### src/uart_pkg.sv
/*
  constants, register map and state encodings of the serial port core.
  assumes a 50 MHz ref_clk and a 32-bit APB register bus.
*/
package uart_pkg;
  // ----------------------------------------
  // clocks
  // ----------------------------------------
  localparam int REF_HZ = 50_000_000;
  localparam int BAUD_REF_HZ = 1_843_200;
  localparam logic [26:0] NCO_STEP = 27'(2 * BAUD_REF_HZ);
  localparam logic [26:0] NCO_MOD = 27'(REF_HZ);
  localparam logic [3:0] OVS_LAST = 4'hF;
  localparam logic [3:0] SAMPLE_PT = 4'h7;
  // ----------------------------------------
  // register word indexes
  // ----------------------------------------
  localparam logic [3:0] IDX_DATA = 4'h0;
  localparam logic [3:0] IDX_IER = 4'h1;
  localparam logic [3:0] IDX_FCR = 4'h2;
  localparam logic [3:0] IDX_LCR = 4'h3;
  localparam logic [3:0] IDX_MCR = 4'h4;
  localparam logic [3:0] IDX_LSR = 4'h5;
  localparam logic [3:0] IDX_MSR = 4'h6;
  localparam logic [3:0] IDX_SCR = 4'h7;
  localparam logic [3:0] IDX_GAP = 4'h8;
  localparam logic [3:0] IDX_EVT = 4'h9;
  // ----------------------------------------
  // fields and reset values
  // ----------------------------------------
  localparam int LCR_STOP = 2;
  localparam int LCR_PEN = 3;
  localparam int LCR_EPS = 4;
  localparam int LCR_STICK = 5;
  localparam int LCR_BRK = 6;
  localparam int LCR_DLAB = 7;
  localparam int FCR_EN = 0;
  localparam int FCR_RXCLR = 1;
  localparam int FCR_TXCLR = 2;
  localparam int MCR_RTS = 1;
  localparam int MCR_AFE = 5;
  localparam int MCR_RS485 = 6;
  localparam int EV_RX = 0;
  localparam int EV_TXE = 1;
  localparam int EV_ERR = 2;
  localparam int EV_CTS = 3;
  localparam logic [7:0] LCR_RST = 8'h00;
  localparam logic [7:0] MCR_RST = 8'h00;
  localparam int FIFO_DEPTH = 32;
  localparam logic [5:0] DEPTH_FIFO = 6'(FIFO_DEPTH);
  localparam logic [5:0] DEPTH_BYTE = 6'h01;
  localparam logic [5:0] RTS_LEVEL = 6'h1C;
  // ----------------------------------------
  // engine states
  // ----------------------------------------
  typedef enum logic [2:0] {
    TX_IDLE = 3'b000, TX_START = 3'b001, TX_DATA = 3'b011,
    TX_PAR = 3'b010, TX_STOP = 3'b110, TX_GAP = 3'b111
  } tx_state_t;
  typedef enum logic [2:0] {
    RX_IDLE = 3'b000, RX_START = 3'b001, RX_DATA = 3'b011,
    RX_PAR = 3'b010, RX_STOP = 3'b110
  } rx_state_t;
endpackage : uart_pkg

### src/pci_uart_core.sv
/*
  serial port core: APB registers, baud generator, transmitter and receiver
  with 1-byte or 32-byte holding storage, inter-character gap, rts/cts.
  assumes psel is the decode of the port's single address window and that
  rxd/cts_n come straight from pins.
*/
// Operation
// - reset clears fifo enable; one-byte transmit and receive holding
// - writing fifo control bit 0 as one selects 32-byte fifos
// - rts/cts flow control available in fifo mode
// - 1.8432 MHz reference divided by 16-bit divisor 1..65535
// - divided output is sixteen times the bit rate
// - divisor held as two 8-bit latch bytes
// - writing either divisor byte reloads the baud counter at once
// - divisor 12 gives 9600, divisor 1 gives 115200 bit/s
// - 1.8432 MHz reference clock driven out on a pin
// - five to eight data bits per character
// - even, odd, none, space and mark parity on both directions
// - both directions run about 1.76 to 115200 bit/s
// - registers reached at window base plus their offset
// - one address window acts as chip select for the core
// - programmable idle gap of whole bit times between characters
// - driver enable supports rs232, rs422 and rs485 lines
`timescale 1ns/1ps
module pci_uart_core (
  input wire logic ref_clk,
  input wire logic rstn,
  input wire logic psel,
  input wire logic penable,
  input wire logic pwrite,
  input wire logic [11:0] paddr,
  input wire logic [31:0] pwdata,
  output logic [31:0] prdata,
  output logic pready,
  output logic pslverr,
  output logic irq,
  input wire logic rxd,
  input wire logic cts_n,
  output logic txd,
  output logic rts_n,
  output logic de,
  output logic uart_clk_o
);
  import uart_pkg::*;

  typedef struct packed {
    logic [26:0] nco;
    logic refclk;
    logic ref_tick;
    logic [7:0] dll;
    logic [7:0] divisor_high_byte;
    logic [15:0] bcnt;
    logic tick;
    logic [7:0] lcr;
    logic [7:0] mcr;
    logic [3:0] ier;
    logic fen;
    logic [7:0] scr;
    logic [7:0] gap;
    logic [3:0] evt;
    logic [4:1] err;
    logic dcts;
    logic [2:0] rx_sy;
    logic rx_f;
    logic [2:0] cts_sy;
    logic cts_f;
    logic [FIFO_DEPTH-1:0][7:0] txm;
    logic [4:0] tx_wp;
    logic [4:0] tx_rp;
    logic [5:0] tx_cnt;
    logic [FIFO_DEPTH-1:0][7:0] rxm;
    logic [4:0] rx_wp;
    logic [4:0] rx_rp;
    logic [5:0] rx_cnt;
    tx_state_t tx_st;
    logic [3:0] tx_ph;
    logic [2:0] tx_bit;
    logic [7:0] tx_sh;
    logic tx_par;
    logic [7:0] tx_gc;
    logic tx_line;
    rx_state_t rx_st;
    logic [3:0] rx_ph;
    logic [2:0] rx_bit;
    logic [7:0] rx_sh;
    logic rx_par;
    logic [31:0] prdata;
    logic pready;
    logic pslverr;
    logic irq;
    logic txd;
    logic rts_n;
    logic de;
  } state_t;

  state_t s_r, s_nxt;

  // parity bit for a character of the configured length
  function automatic logic par_bit(input logic [7:0] d, input logic [7:0] l);
    logic [7:0] m;
    m = 8'hFF >> (2'h3 - l[1:0]);
    if (l[LCR_STICK])
      par_bit = ~l[LCR_EPS];
    else
      par_bit = (^(d & m)) ^ ~l[LCR_EPS];
  endfunction : par_bit

  always_comb begin
    state_t n;
    logic [3:0] idx;
    logic mapped, done, rd, wr, dlab, afe, cts;
    logic tx_push, tx_pop, rx_push, rx_pop, tx_clr, rx_clr;
    logic [15:0] div;
    logic [5:0] cap;
    logic [7:0] rbyte, rdat;
    logic pe, fe;
    n = s_r;
    idx = paddr[5:2];
    mapped = 1'b0;
    done = 1'b0;
    rd = 1'b0;
    wr = 1'b0;
    tx_push = 1'b0;
    tx_pop = 1'b0;
    rx_push = 1'b0;
    rx_pop = 1'b0;
    tx_clr = 1'b0;
    rx_clr = 1'b0;
    rbyte = 8'h00;
    rdat = 8'h00;
    pe = 1'b0;
    fe = 1'b0;
    dlab = s_r.lcr[LCR_DLAB];
    afe = s_r.mcr[MCR_AFE] & s_r.fen;
    cts = ~s_r.cts_f;
    cap = s_r.fen ? DEPTH_FIFO : DEPTH_BYTE;
    div = {s_r.divisor_high_byte, s_r.dll};

    // ----------------------------------------
    // pin synchronisers, change taken when 2nd and 3rd agree
    // ----------------------------------------
    n.rx_sy = {s_r.rx_sy[1:0], rxd};
    n.cts_sy = {s_r.cts_sy[1:0], cts_n};
    if (s_r.rx_sy[1] == s_r.rx_sy[2])
      n.rx_f = s_r.rx_sy[2];
    if (s_r.cts_sy[1] == s_r.cts_sy[2])
      n.cts_f = s_r.cts_sy[2];

    // ----------------------------------------
    // reference and baud generator
    // ----------------------------------------
    // fractional step: edges jitter by one ref_clk, well inside a 16x sample
    n.ref_tick = 1'b0;
    if (s_r.nco + NCO_STEP >= NCO_MOD) begin
      n.nco = s_r.nco + NCO_STEP - NCO_MOD;
      n.refclk = ~s_r.refclk;
      n.ref_tick = ~s_r.refclk;
    end else begin
      n.nco = s_r.nco + NCO_STEP;
    end
    n.tick = 1'b0;
    if (s_r.ref_tick && div != 16'h0000) begin
      if (s_r.bcnt <= 16'h0001) begin
        n.tick = 1'b1;
        n.bcnt = div;
      end else begin
        n.bcnt = s_r.bcnt - 16'h0001;
      end
    end

    // ----------------------------------------
    // apb slave: answer one cycle after setup
    // ----------------------------------------
    mapped = (paddr[11:6] == 6'h00) && (idx <= IDX_EVT);
    n.pready = psel & ~penable;
    if (psel && !penable) begin
      n.pslverr = ~mapped;
      case (idx)
        IDX_DATA: rdat = dlab ? s_r.dll : s_r.rxm[s_r.rx_rp];
        IDX_IER: rdat = dlab ? s_r.divisor_high_byte : {4'h0, s_r.ier};
        IDX_FCR: rdat = {{2{s_r.fen}}, 5'h00, ~s_r.irq};
        IDX_LCR: rdat = s_r.lcr;
        IDX_MCR: rdat = s_r.mcr;
        IDX_LSR: rdat = {1'b0, s_r.tx_cnt == 6'h00 && s_r.tx_st == TX_IDLE,
                         s_r.tx_cnt == 6'h00, s_r.err, s_r.rx_cnt != 6'h00};
        IDX_MSR: rdat = {3'h0, cts, 3'h0, s_r.dcts};
        IDX_SCR: rdat = s_r.scr;
        IDX_GAP: rdat = s_r.gap;
        IDX_EVT: rdat = {4'h0, s_r.evt};
        default: rdat = 8'h00;
      endcase
      n.prdata = mapped ? {24'h000000, rdat} : 32'h00000000;
    end
    done = psel & penable & s_r.pready & ~s_r.pslverr;
    wr = done & pwrite;
    rd = done & ~pwrite;

    // lsr and evt reads clear only what the read reported; msr and data reads clear dcts and pop outright
    if (rd) begin
      case (idx)
        IDX_DATA: rx_pop = ~dlab && s_r.rx_cnt != 6'h00;
        IDX_LSR: n.err = s_r.err & ~s_r.prdata[4:1];
        IDX_MSR: n.dcts = 1'b0;
        IDX_EVT: n.evt = s_r.evt & ~s_r.prdata[3:0];
        default: n.err = n.err;
      endcase
    end
    if (wr) begin
      case (idx)
        IDX_DATA: begin
          if (dlab) begin
            n.dll = pwdata[7:0];
            n.bcnt = {s_r.divisor_high_byte, pwdata[7:0]};
          end else if (s_r.tx_cnt < cap) begin
            tx_push = 1'b1; // full holding storage drops the byte
            n.txm[s_r.tx_wp] = pwdata[7:0];
          end
        end
        IDX_IER: begin
          if (dlab) begin
            n.divisor_high_byte = pwdata[7:0];
            n.bcnt = {pwdata[7:0], s_r.dll};
          end else begin
            n.ier = pwdata[3:0];
          end
        end
        IDX_FCR: begin
          n.fen = pwdata[FCR_EN];
          // a mode change empties both directions
          tx_clr = pwdata[FCR_TXCLR] | (pwdata[FCR_EN] ^ s_r.fen);
          rx_clr = pwdata[FCR_RXCLR] | (pwdata[FCR_EN] ^ s_r.fen);
        end
        IDX_LCR: n.lcr = pwdata[7:0];
        IDX_MCR: n.mcr = pwdata[7:0];
        IDX_SCR: n.scr = pwdata[7:0];
        IDX_GAP: n.gap = pwdata[7:0];
        default: n.scr = n.scr;
      endcase
    end

    // ----------------------------------------
    // transmitter, bit times of sixteen ticks; data spans five to eight bits, stop one or two, gap as many as programmed
    // ----------------------------------------
    if (s_r.tick) begin
      n.tx_ph = s_r.tx_ph + 4'h1;
      case (s_r.tx_st)
        TX_IDLE: begin
          n.tx_ph = 4'h0;
          if (s_r.tx_cnt != 6'h00 && !(afe && !cts)) begin
            tx_pop = 1'b1;
            n.tx_sh = s_r.txm[s_r.tx_rp];
            n.tx_par = par_bit(s_r.txm[s_r.tx_rp], s_r.lcr);
            n.tx_st = TX_START;
            n.tx_line = 1'b0;
          end
        end
        TX_START: begin
          if (s_r.tx_ph == OVS_LAST) begin
            n.tx_st = TX_DATA;
            n.tx_bit = 3'h0;
            n.tx_line = s_r.tx_sh[0];
          end
        end
        TX_DATA: begin
          if (s_r.tx_ph == OVS_LAST) begin
            if (s_r.tx_bit == {1'b1, s_r.lcr[1:0]}) begin
              n.tx_st = s_r.lcr[LCR_PEN] ? TX_PAR : TX_STOP;
              n.tx_line = s_r.lcr[LCR_PEN] ? s_r.tx_par : 1'b1;
              n.tx_bit = 3'h0;
            end else begin
              n.tx_sh = s_r.tx_sh >> 1;
              n.tx_line = s_r.tx_sh[1];
              n.tx_bit = s_r.tx_bit + 3'h1;
            end
          end
        end
        TX_PAR: begin
          if (s_r.tx_ph == OVS_LAST) begin
            n.tx_st = TX_STOP;
            n.tx_line = 1'b1;
          end
        end
        TX_STOP: begin
          if (s_r.tx_ph == OVS_LAST) begin
            if (s_r.lcr[LCR_STOP] && s_r.tx_bit == 3'h0) begin
              n.tx_bit = 3'h1;
            end else begin
              n.tx_gc = 8'h00;
              n.tx_st = (s_r.gap != 8'h00) ? TX_GAP : TX_IDLE;
            end
          end
        end
        TX_GAP: begin
          if (s_r.tx_ph == OVS_LAST) begin
            n.tx_gc = s_r.tx_gc + 8'h01;
            if (s_r.tx_gc + 8'h01 >= s_r.gap)
              n.tx_st = TX_IDLE;
          end
        end
        default: n.tx_st = TX_IDLE;
      endcase
    end

    // ----------------------------------------
    // receiver, samples mid-bit at tick seven
    // ----------------------------------------
    if (s_r.tick) begin
      n.rx_ph = s_r.rx_ph + 4'h1;
      case (s_r.rx_st)
        RX_IDLE: begin
          n.rx_ph = 4'h0;
          if (!s_r.rx_f)
            n.rx_st = RX_START;
        end
        RX_START: begin
          // a low shorter than half a bit is noise
          if (s_r.rx_ph == SAMPLE_PT && s_r.rx_f)
            n.rx_st = RX_IDLE;
          if (s_r.rx_ph == OVS_LAST) begin
            n.rx_st = RX_DATA;
            n.rx_bit = 3'h0;
          end
        end
        RX_DATA: begin
          if (s_r.rx_ph == SAMPLE_PT)
            n.rx_sh = {s_r.rx_f, s_r.rx_sh[7:1]};
          if (s_r.rx_ph == OVS_LAST) begin
            n.rx_bit = s_r.rx_bit + 3'h1;
            if (s_r.rx_bit == {1'b1, s_r.lcr[1:0]})
              n.rx_st = s_r.lcr[LCR_PEN] ? RX_PAR : RX_STOP;
          end
        end
        RX_PAR: begin
          if (s_r.rx_ph == SAMPLE_PT)
            n.rx_par = s_r.rx_f;
          if (s_r.rx_ph == OVS_LAST)
            n.rx_st = RX_STOP;
        end
        RX_STOP: begin
          // back to idle at mid stop so the next start edge is caught
          if (s_r.rx_ph == SAMPLE_PT) begin
            n.rx_st = RX_IDLE;
            rbyte = s_r.rx_sh >> (2'h3 - s_r.lcr[1:0]);
            pe = s_r.lcr[LCR_PEN] && (s_r.rx_par != par_bit(rbyte, s_r.lcr));
            fe = ~s_r.rx_f;
            if (s_r.rx_cnt < cap) begin
              rx_push = 1'b1;
              n.rxm[s_r.rx_wp] = rbyte;
            end else begin
              n.err[1] = 1'b1; // overrun: byte lost
            end
            if (pe)
              n.err[2] = 1'b1;
            if (fe)
              n.err[3] = 1'b1;
            if (fe && rbyte == 8'h00)
              n.err[4] = 1'b1;
          end
        end
        default: n.rx_st = RX_IDLE;
      endcase
    end

    // ----------------------------------------
    // storage pointers with clears after moves, events with sets after clears
    // ----------------------------------------
    n.tx_wp = s_r.tx_wp + {4'h0, tx_push};
    n.tx_rp = s_r.tx_rp + {4'h0, tx_pop};
    n.tx_cnt = s_r.tx_cnt + {5'h00, tx_push} - {5'h00, tx_pop};
    n.rx_wp = s_r.rx_wp + {4'h0, rx_push};
    n.rx_rp = s_r.rx_rp + {4'h0, rx_pop};
    n.rx_cnt = s_r.rx_cnt + {5'h00, rx_push} - {5'h00, rx_pop};
    if (tx_clr) begin
      n.tx_wp = 5'h00;
      n.tx_rp = 5'h00;
      n.tx_cnt = 6'h00;
    end
    if (rx_clr) begin
      n.rx_wp = 5'h00;
      n.rx_rp = 5'h00;
      n.rx_cnt = 6'h00;
    end
    if (rx_push)
      n.evt[EV_RX] = 1'b1;
    if (tx_pop && s_r.tx_cnt == 6'h01 && !tx_push)
      n.evt[EV_TXE] = 1'b1;
    if (rx_push ? (pe | fe) : (s_r.rx_st == RX_STOP && s_r.tick
        && s_r.rx_ph == SAMPLE_PT))
      n.evt[EV_ERR] = 1'b1;
    if (s_r.cts_f != n.cts_f) begin
      n.evt[EV_CTS] = 1'b1;
      n.dcts = 1'b1;
    end

    // ----------------------------------------
    // registered outputs
    // ----------------------------------------
    n.irq = |(n.evt & n.ier);
    n.txd = n.tx_line & ~n.lcr[LCR_BRK];
    // rts drops as the receive side nears full
    n.rts_n = ~(n.mcr[MCR_RTS] & (~afe | (n.rx_cnt < RTS_LEVEL)));
    // rs485 keys the driver only while a frame or gap is on the line
    n.de = ~n.mcr[MCR_RS485] | (n.tx_st != TX_IDLE);
    s_nxt = n;
  end

  always_ff @(posedge ref_clk or negedge rstn) begin
    if (!rstn) begin
      s_r <= '0;
      s_r.lcr <= LCR_RST;
      s_r.mcr <= MCR_RST;
      s_r.rx_sy <= 3'h7;
      s_r.rx_f <= 1'b1;
      s_r.cts_sy <= 3'h7;
      s_r.cts_f <= 1'b1;
      s_r.tx_st <= TX_IDLE;
      s_r.rx_st <= RX_IDLE;
      s_r.tx_line <= 1'b1;
      s_r.txd <= 1'b1;
      s_r.rts_n <= 1'b1;
      s_r.de <= 1'b1;
    end else begin
      s_r <= s_nxt;
    end
  end

  assign prdata = s_r.prdata;
  assign pready = s_r.pready;
  assign pslverr = s_r.pslverr;
  assign irq = s_r.irq;
  assign txd = s_r.txd;
  assign rts_n = s_r.rts_n;
  assign de = s_r.de;
  assign uart_clk_o = s_r.refclk;
endmodule : pci_uart_core

### config.mk
export PLATFORM = sky130hd
export DESIGN_NAME = pci_uart_core
export DESIGN_NICKNAME = d
export VERILOG_FILES = /design/src/uart_pkg.sv /design/src/pci_uart_core.sv
export SDC_FILE = /design/constraint.sdc
export NUM_CORES = 1
export LEC_CHECK = 0
export BUFFER_PORTS_ARGS = -buffer_cell sky130_fd_sc_hd__buf_2
export CAP_MARGIN = 5
export CORE_MARGIN = 1
export CORE_UTILIZATION = 40
export DETAILED_ROUTE_END_ITERATION = 8
export PLACE_DENSITY = 0.68
export SETUP_SLACK_MARGIN = 0.4
export SYNTH_ARGS = -nofsm -noshare
export SYNTH_HDL_FRONTEND = slang
export SYNTH_SLANG_ARGS = --single-unit
### constraint.sdc
create_clock -name ref_clk -period 3.6 [get_ports ref_clk]
set_input_delay 0.54 -clock ref_clk [delete_from_list [all_inputs] [get_ports ref_clk]]
set_output_delay 0.54 -clock ref_clk [all_outputs]
set_load 0.05 [all_outputs]
==> qor.csv, run 1 <==
stage,metric,value,unit
finish,nets,3079,
placed_design,dpl_cell_area,0.03636,mm2
finish,regMostFlops,s_r,
placed_design,place_hpwl,56.23,mm
worst_setup_path,arrival,3.65,ns
floorplanning,pin_count,90,
placed_design,post-place-ws,0.009409,ns
placed_design,port_buffers,39,
pwr,p_int,0.01321,W
global_route,grt_pass1_vias,23258,
timing,tightestPinTransition,0.9521,ns
yosys,syn_area,0.03466,mm2
pwr,power_frac_seq,47.3,%
worst_setup_path,crit_path_max_fanout,3,
finish,area_growth,13.40,%
worst_setup_path,max_stage_delay,0.42,ns
pwr,irDropWorstVdd,394.1,uV
floorplanning,die-area,0.08783,mm2
yosys,yosysSeqAreaShare,51.59,%
min_path,hp-start,s_nxt[635],
drt,drtIter0Drc,1730,
global_route,antenna_found_initial,7,
pwr,powerDensity,437.8,mW/mm2
clocking,clk_pin_slew_worst_paths,0.06,ns
pwr,clockPowerShare,46.8,%
finish,drive_gt1_share,29.23,%
clocking,cts_tree,built,
finish,fin_area,0.03930,mm2
timing,hold_viol,0,
yosys,yosys_warnings,0,
worst_setup_path,crit_path_end_kind,flip-flop,
floorplanning,start_util,40.52,%
timing,fin_crit_sh,86.51,%
yosys,synthTopCellsByCount,"702 x dfrtp_1, 386 x mux2_2, 355 x nand2_1, 269 x o21ai_0, 139 x clkbuf_1",
drt,ant_nets,0,
timing,fin_crit,3.114,ns
pwr,switching_share,23.22,%
drt,first_pass_iters,6,
worst_setup_path,crit_start,s_r[662],
worst_setup_path,worst_ep_required_time,4.14,ns
floorplanning,rows,107,
drt,route.vias.total,23282,
clocking,cts_buffers,77,
drt,wl_per_cell,20.25,um
clocking,clk_path_buf_depth,3,
yosys,synth.avg_cell_area,11.82,um2
yosys,synth_cells,2933,
pwr,comb_power_share,6.0,%
yosys,synth_edf_count,0,
global_route,grt_first_pass_wirelength,135.5,mm
clocking,cts_sinks,714,
timing,max_slew_margin,36.29,%
yosys,yosysMostFrequentCell,dfrtp_1,
run,cap_viol_max_count,0,
floorplanning,core,0.08555,mm2
worst_setup_path,cp_cell_sequence,inv_1 > ha_1 > a21oi_2 > and2_4 > inv_4 > ha_4 > inv_2 > ha_4 > fa_2 > a21oi_2 > o21bai_1 > xnor2_1 > nor2_1 > a21oi_2 > o21ai_1,
finish,regArea,0.01790,mm2
floorplanning,fp.dieW,296.4,um
timing,final.setup.tns,0,ns
drt,drc_errors,0,
floorplanning,die_h,296.4,um
drt,vias_per_cell,5.565,
finish,finish.utilization,45.94,%
run_status,status,completed,
timing,finalMaxSlewViolations,0,
global_route,grt_usage,19.73,%
timing,grt_setup_unrepaired,yes,
pwr,power_switching,0.003995,W
yosys,synth.top_cell.area_share,50.68,%
worst_setup_path,path_class,flip-flop to flip-flop,
yosys,ys_top_cells_by_area,"dfrtp_1 51%, mux2_2 13%, mux4_2 8.3%",
clocking,clockRootBuffer,clkbuf_16,
pwr,power_leakage,17.42,nW
worst_setup_path,cp_slowest_cell,dfrtp_1,
min_path,hold_class,flip-flop to flip-flop,
yosys,yosysTopAreaCell,dfrtp_1,
timing,max_freq,321.1,MHz
timing,fin_ws,0.4857,ns
yosys,synth_top_flop_cell,dfrtp_1,
clocking,clock_latency,0.63,ns
global_route,grt_max_degree,101,
timing,clock_skew,0.02456,ns
finish,num-fill-cells,7663,
worst_setup_path,crit_path_start_kind,flip-flop,
global_route,gr-total-overflow,0,
placed_design,gp_congestion,0.9023,
yosys,ys_ff_latch,714,
worst_setup_path,worstReg2RegStart,s_r[662],
timing,setup_violations,0,
timing,fin_hold_ws,0.3565,ns
finish,multi_input_area,0.01587,mm2
worst_setup_path,crit_path_frequent_cell,a21oi_2,
drt,wl,84.72,mm
yosys,async_flop_share,100.0,%
finish,largest_reg_flops,695,
yosys,ys_types,80,
clocking,cts-htree-levels,3,
[cells in the final DEF, fill, tap and decap left out, drive strengths merged, types with 9 or more instances in the layout]
cell	instances
a22oi	54
and3	15
nand4	11
a21oi	70
inv	63
buf	154
o21ai	271
mux2i	62
mux2	387
nor2b	23
dfstp	12
nand2	356
ha	50
dfrtp	702
nor4	13
xnor2	44
mux4	128
and2	15
nor3	33
nor2	146
nand2b	13
o22ai	16
clkbuf	121
conb	24
a21o	10
nand3b	9
nand3	62
xor2	25
[per-stage QoR]
step,std cells,power (W)
after floorplan,2956,0.008879
after global placement,4023,0.009234
after detailed placement,4023,0.009264
after CTS,4172,0.01737
after global routing,4182,0.01782
final,4184,0.01721
[cell families (layout without fill, tap and decap cells)]
group                    after synthesis  count (layout)  share of synthesized area, %
AO/OA/AOI/OAI                        506             506                         8.711
multiplexers                         577             577                         22.68
AND/OR/NAND/NOR                      737             737                         9.729
buffers and inverters                275             357                         3.520
flip-flops                           714             714                         51.59
adder cells (fa/ha/maj)               53              53                         1.949
other                                  1              26                       0.01082
XOR/XNOR                              70              70                         1.809
[path summary, 6_finish.rpt]
path / end / slack [ns] / cells after the start
min in group asynchronous: s_r[481] / 0.51 / 2
worst max-delay path: rts_n / 0.49 / 15
worst max register to register: rts_n / 0.49 / 15
max in group asynchronous: s_r[128] / 2.04 / 3
worst min-delay path: s_nxt[636] / 0.36 / 0
worst min register to register: s_nxt[636] / 0.36 / 0
[power by group through the flow]
stage	combinational, W	sequential, W	clock [W]
2_1_floorplan	0.000609	0.00827	0
3_3_place_gp	0.000957	0.00828	0
3_5_place_dp	0.000987	0.00828	0
5_1_grt	0.00115	0.00813	0.00854
6_report	0.00103	0.00813	0.00805
4_1_cts	0.00102	0.00813	0.00822
[area by class of cell]
type / instances / share of cell area, %
Timing Repair Buffer: 157 / 3.295
Multi-Input combinational cell: 1967 / 40.37
Clock buffer: 121 / 5.886
Clock inverter: 20 / 0.6844
Sequential cell: 714 / 45.54
Inverter: 59 / 0.5698
Tap cell: 1144 / 3.642
Antenna cell: 2 / 0.01273
[critical path: cells and delay by family (launching register included)]
family	cells	cell delay, ns
flip-flops	1	0.42
AND/OR/NAND/NOR	2	0.28
adder cells (fa/ha/maj)	4	1.03
AO/OA/AOI/OAI	5	0.80
XOR/XNOR	1	0.21
buffers and inverters	3	0.29
[routing by layer]
metal	vias to the layer above	wire, um	track usage (%)	part of all wire [%]
li1	10571	-	-	-
met1	11914	37180	27.99	44
met2	651	40060	31.44	47
met3	142	5365	3.175	6.3
met4	4	2088	5.167	2.5
met5	-	26	0	0.031
[timing repair]
item	CTS	global route
gates resized for setup	16	35
buffers inserted	5	9
hold buffers	3	0
endpoints found under the setup margin	5	141
pin swaps	5	13
endpoints found under the hold margin	58	0
Power figures use the tool's default switching activity.
==> inputs of run 2 (changes only) <==
--- a/config.mk
+++ b/config.mk
@@ -5,12 +5,14 @@
 export SDC_FILE = /design/constraint.sdc
 export NUM_CORES = 1
 export LEC_CHECK = 0
+export ABC_AREA = 1
 export BUFFER_PORTS_ARGS = -buffer_cell sky130_fd_sc_hd__buf_2
 export CAP_MARGIN = 5
 export CORE_MARGIN = 1
 export CORE_UTILIZATION = 40
+export CTS_CLUSTER_SIZE = 20
 export DETAILED_ROUTE_END_ITERATION = 8
-export PLACE_DENSITY = 0.68
+export PLACE_DENSITY = 0.66
 export SETUP_SLACK_MARGIN = 0.4
 export SYNTH_ARGS = -nofsm -noshare
 export SYNTH_HDL_FRONTEND = slang
==> constraint.sdc (replaced) <==
create_clock -name ref_clk -period 3.55 [get_ports ref_clk]
set_input_delay 0.5325 -clock ref_clk [delete_from_list [all_inputs] [get_ports ref_clk]]
set_output_delay 0.5325 -clock ref_clk [all_outputs]
set_load 0.05 [all_outputs]
==> run 2 against run 1 <==
- synthesized cell count up 49%
- sequential share of layout area is 0.26 points lower
- critical endpoint is now irq
- area after synthesis up 1.1%
- clock skew grew 0.0037 ns
- maximum frequency fell by 0.81%
==> qor.csv, run 2 <==
stage,metric,value,unit,change
run_status,status,completed,,unchanged
finish,drive_gt1_share,8.031,%,was 29.23%
floorplanning,die-area,0.08876,mm2,was 0.08783 mm2
finish,final_cell_mix,"1226 x nand2_1, 698 x dfrtp_1, 539 x o21ai_0, 362 x nor2_1, 315 x nand3_1",,"was 695 x dfrtp_1, 386 x mux2_2, 353 x nand2_1, 267 x o21ai_0, 128 x mux4_2"
worst_setup_path,path_class,flip-flop to flip-flop,,unchanged
yosys,yosys_warnings,0,,unchanged
timing,fin_crit,3.140,ns,was 3.114 ns
worst_setup_path,worst_ep_required_time,4.08,ns,was 4.14 ns
worst_setup_path,crit_path_max_fanout,3,,unchanged
drt,first_pass_iters,6,,unchanged
global_route,grt_pass1_vias,27823,,was 23258
yosys,yosysMostFrequentCell,nand2_1,,was dfrtp_1
global_route,gr-usage-met3,3.004,%,was 3.175%
global_route,grt_max_degree,130,,was 101
worst_setup_path,path_buf_inv,16,,was 3
timing,fin_crit_sh,88.44,%,was 86.51%
worst_setup_path,r2r-end,irq,,was rts_n
drt,ant_nets,0,,unchanged
timing,finalMaxSlewViolations,0,,unchanged
worst_setup_path,cp_cell_sequence,inv_2 > buf_12 > ha_4 > a21oi_4 > inv_2 > buf_6 > buf_4 > buf_4 > buf_4 > buf_4 > buf_4 > buf_4 > buf_4 > buf_4 > buf_6 > buf_6 > buf_4 > buf_4 > nor2_4 > nand2_1 > nand2_1 > nand2_2 > nand2_1 > nand2_1,,was inv_1 > ha_1 > a21oi_2 > and2_4 > inv_4 > ha_4 > inv_2 > ha_4 > fa_2 > a21oi_2 > o21bai_1 > xnor2_1 > nor2_1 > a21oi_2 > o21ai_1
clocking,cts_sinks,714,,unchanged
drt,route.vias.total,30071,,was 23282
placed_design,gp_congestion,0.9139,,was 0.9023
yosys,syn_area,0.03503,mm2,was 0.03466 mm2
timing,max_freq,318.5,MHz,was 321.1 MHz
yosys,ys_types,54,,was 80
pwr,clockPowerShare,47.6,%,was 46.8%
floorplanning,die_h,297.9,um,was 296.4 um
global_route,grt_first_pass_wirelength,157.7,mm,was 135.5 mm
yosys,synth_edf_count,0,,unchanged
yosys,synth_cells,4384,,was 2933
drt,drc_errors,0,,unchanged
yosys,yosysSeqAreaShare,51.05,%,was 51.59%
pwr,power_switching,0.004421,W,was 0.003995 W
finish,stdcell_count,5564,,was 4184
global_route,use_met2,33.58,%,was 31.44%
placed_design,place_inst,5382,,was 4023
finish,regArea,0.01789,mm2,was 0.01790 mm2
timing,clock_skew,0.02824,ns,was 0.02456 ns
finish,multi_input_area,0.01524,mm2,was 0.01587 mm2
worst_setup_path,reg2reg_slack,0.41,ns,was 0.49 ns
clocking,cts-htree-levels,3,,unchanged
worst_setup_path,crit_path_frequent_cell,buf_4,,was a21oi_2
timing,fin_hold_ws,0.1562,ns,was 0.3565 ns
clocking,cts_buffers,79,,was 77
timing,max_slew_margin,27.58,%,was 36.29%
placed_design,place_hpwl,61.94,mm,was 56.23 mm
global_route,busiest_layer,met2,,unchanged
pwr,irDropWorstVdd,330.8,uV,was 394.1 uV
worst_setup_path,arrival,3.67,ns,was 3.65 ns
drt,wl_per_cell,17.61,um,was 20.25 um
finish,nets,4444,,was 3079
worst_setup_path,cp_slowest_cell,dfrtp_1,,unchanged
clocking,clockRootBuffer,clkbuf_16,,unchanged
worst_setup_path,worstReg2RegStart,s_r[662],,unchanged
clocking,clock_latency,0.65,ns,was 0.63 ns
pwr,p_int,0.01401,W,was 0.01321 W
yosys,async_flop_share,100.0,%,unchanged
floorplanning,pin_count,90,,unchanged
clocking,clk_pin_slew_worst_paths,0.06,ns,about the same
floorplanning,core,0.08675,mm2,was 0.08555 mm2
pwr,switching_share,23.99,%,was 23.22%
drt,drtIter0Drc,3075,,was 1730
floorplanning,rows,108,,was 107
yosys,synth.avg_cell_area,7.990,um2,was 11.82 um2
worst_setup_path,cp_top_family,buffers and inverters,,was adder cells
min_path,hp-start,penable,,was s_nxt[635]
finish,final_common_cell,nand2_1,,was dfrtp_1
finish,largest_reg_flops,695,,unchanged
timing,grt_setup_unrepaired,yes,,unchanged
global_route,antenna_found_initial,2,,was 7
worst_setup_path,max_stage_delay,0.39,ns,was 0.42 ns
finish,regMostFlops,s_r,,unchanged
global_route,gr-total-overflow,0,,unchanged
worst_setup_path,crit_path_end_kind,flip-flop,,unchanged
min_path,hold_path_depth,2,,was 0
pwr,power_frac_seq,44.8,%,was 47.3%
finish,area_growth,12.81,%,was 13.40%
worst_setup_path,crit_path_start_kind,flip-flop,,unchanged
min_path,hold_class,input port to flip-flop,,was flip-flop to flip-flop
clocking,clk_path_buf_depth,3,,unchanged
yosys,synth_top_flop_cell,dfrtp_1,,unchanged
pwr,powerDensity,466.4,mW/mm2,was 437.8 mW/mm2
global_route,met1_usage,32.56,%,was 27.99%
finish,num-fill-cells,8526,,was 7663
yosys,synthTopCellsByCount,"1230 x nand2_1, 702 x dfrtp_1, 542 x o21ai_0, 368 x nor2_1, 316 x nand3_1",,"was 702 x dfrtp_1, 386 x mux2_2, 355 x nand2_1, 269 x o21ai_0, 139 x clkbuf_1"
yosys,synth.top_cell.area_share,50.15,%,was 50.68%
clocking,cts_tree,built,,unchanged
pwr,comb_power_share,7.6,%,was 6.0%
timing,tightestPinTransition,1.079,ns,was 0.9521 ns
yosys,yosysTopAreaCell,dfrtp_1,,unchanged
yosys,ys_top_cells_by_area,"dfrtp_1 50%, nand2_1 13%, o21ai_0 7.7%",,"was dfrtp_1 51%, mux2_2 13%, mux4_2 8.3%"
yosys,ys_ff_latch,714,,unchanged
drt,vias_per_cell,5.405,,was 5.565
timing,setup_violations,0,,unchanged
worst_setup_path,r2r_cells,24,,was 15
floorplanning,start_util,40.38,%,was 40.52%
pwr,power_leakage,17.79,nW,was 17.42 nW
run,cap_viol_max_count,0,,unchanged
timing,hold_viol,0,,unchanged
min_path,whs_endpoint,pready,,was s_nxt[636]
placed_design,port_buffers,39,,unchanged
drt,wl,97.96,mm,was 84.72 mm
global_route,grt_usage,21.99,%,was 19.73%
floorplanning,fp.dieW,297.9,um,was 296.4 um
timing,final.setup.tns,0,ns,unchanged
[run 2: power groups by stage]
stage               Sequential [W]  Combinational, W  Clock [W]
floorplan                  0.00839          0.000658          0
global placement           0.00840           0.00105          0
detailed placement         0.00840           0.00105          0
CTS                        0.00825           0.00125    0.00894
global route               0.00826           0.00156    0.00925
finish                     0.00826           0.00139    0.00878
[run 2: cells by family (layout without fill, tap and decap cells)]
| logic type | after synthesis | count (layout) | synth area share (%) |
|---|---|---|---|
| other | 1 | 25 | 0.01071 |
| multiplexers | 2 | 2 | 0.05716 |
| adder cells (fa/ha/maj) | 53 | 53 | 1.929 |
| XOR/XNOR | 58 | 58 | 1.450 |
| buffers and inverters | 526 | 527 | 6.233 |
| AND/OR/NAND/NOR | 1984 | 1984 | 22.90 |
| flip-flops | 714 | 714 | 51.05 |
| AO/OA/AOI/OAI | 1046 | 1046 | 16.37 |
[run 2: area by class of cell]
| class | count | share of cell area (%) |
|---|---|---|
| antenna | 1 | 0.006333 |
| timing repair buffer | 154 | 3.268 |
| sequential | 714 | 45.28 |
| clock buffer | 114 | 5.899 |
| tap | 1155 | 3.657 |
| inverter | 225 | 2.147 |
| clock inverter | 34 | 1.165 |
| multi-input combinational | 3167 | 38.58 |
[run 2: metal layers]
metal | share of wire (%) | wire length (um)
met5 | 0 | 0
met4 | 2.3 | 2298
met3 | 6.5 | 6373
met2 | 45 | 44120
met1 | 46 | 45170
[run 2: repair_timing]
item | in CTS | in global routing
gates resized for setup | 12 | 31
cloned | 0 | 0
hold buffers | 3 | 0
setup buffers | 18 | 12
endpoints found under the hold margin | 52 | 0
pin swaps | 4 | 14
endpoints found under the setup margin | 1 | 6
[run 2: worst max-delay path by stage]
stage | from | cells past startpoint | to | slack, ns
6_report | s_r[662] | 24 | irq | 0.41
4_1_cts | s_r[50] | 22 | rts_n | 0.38
3_3_place_gp | s_r[662] | 20 | rts_n | 0.21
5_1_grt | s_r[50] | 22 | rts_n | 0.24
3_5_place_dp | s_r[662] | 20 | rts_n | 0.16
2_1_floorplan | pready | 14 | s_r[361] | 0.50
[run 2: metrics by stage]
step / power [W] / cell area, um2 / util [%] / setup slack [ns]
detailed placement: 0.009454 / 36290 / 41.83 / 0.1563
floorplan: 0.009052 / 35110 / - / 0.4962
CTS: 0.01844 / 39270 / 45.27 / 0.3796
global route: 0.01908 / 39510 / 45.55 / 0.2357
finish: 0.01843 / 39520 / 45.55 / 0.4103
global placement: 0.009444 / 36290 / 41.83 / 0.2096
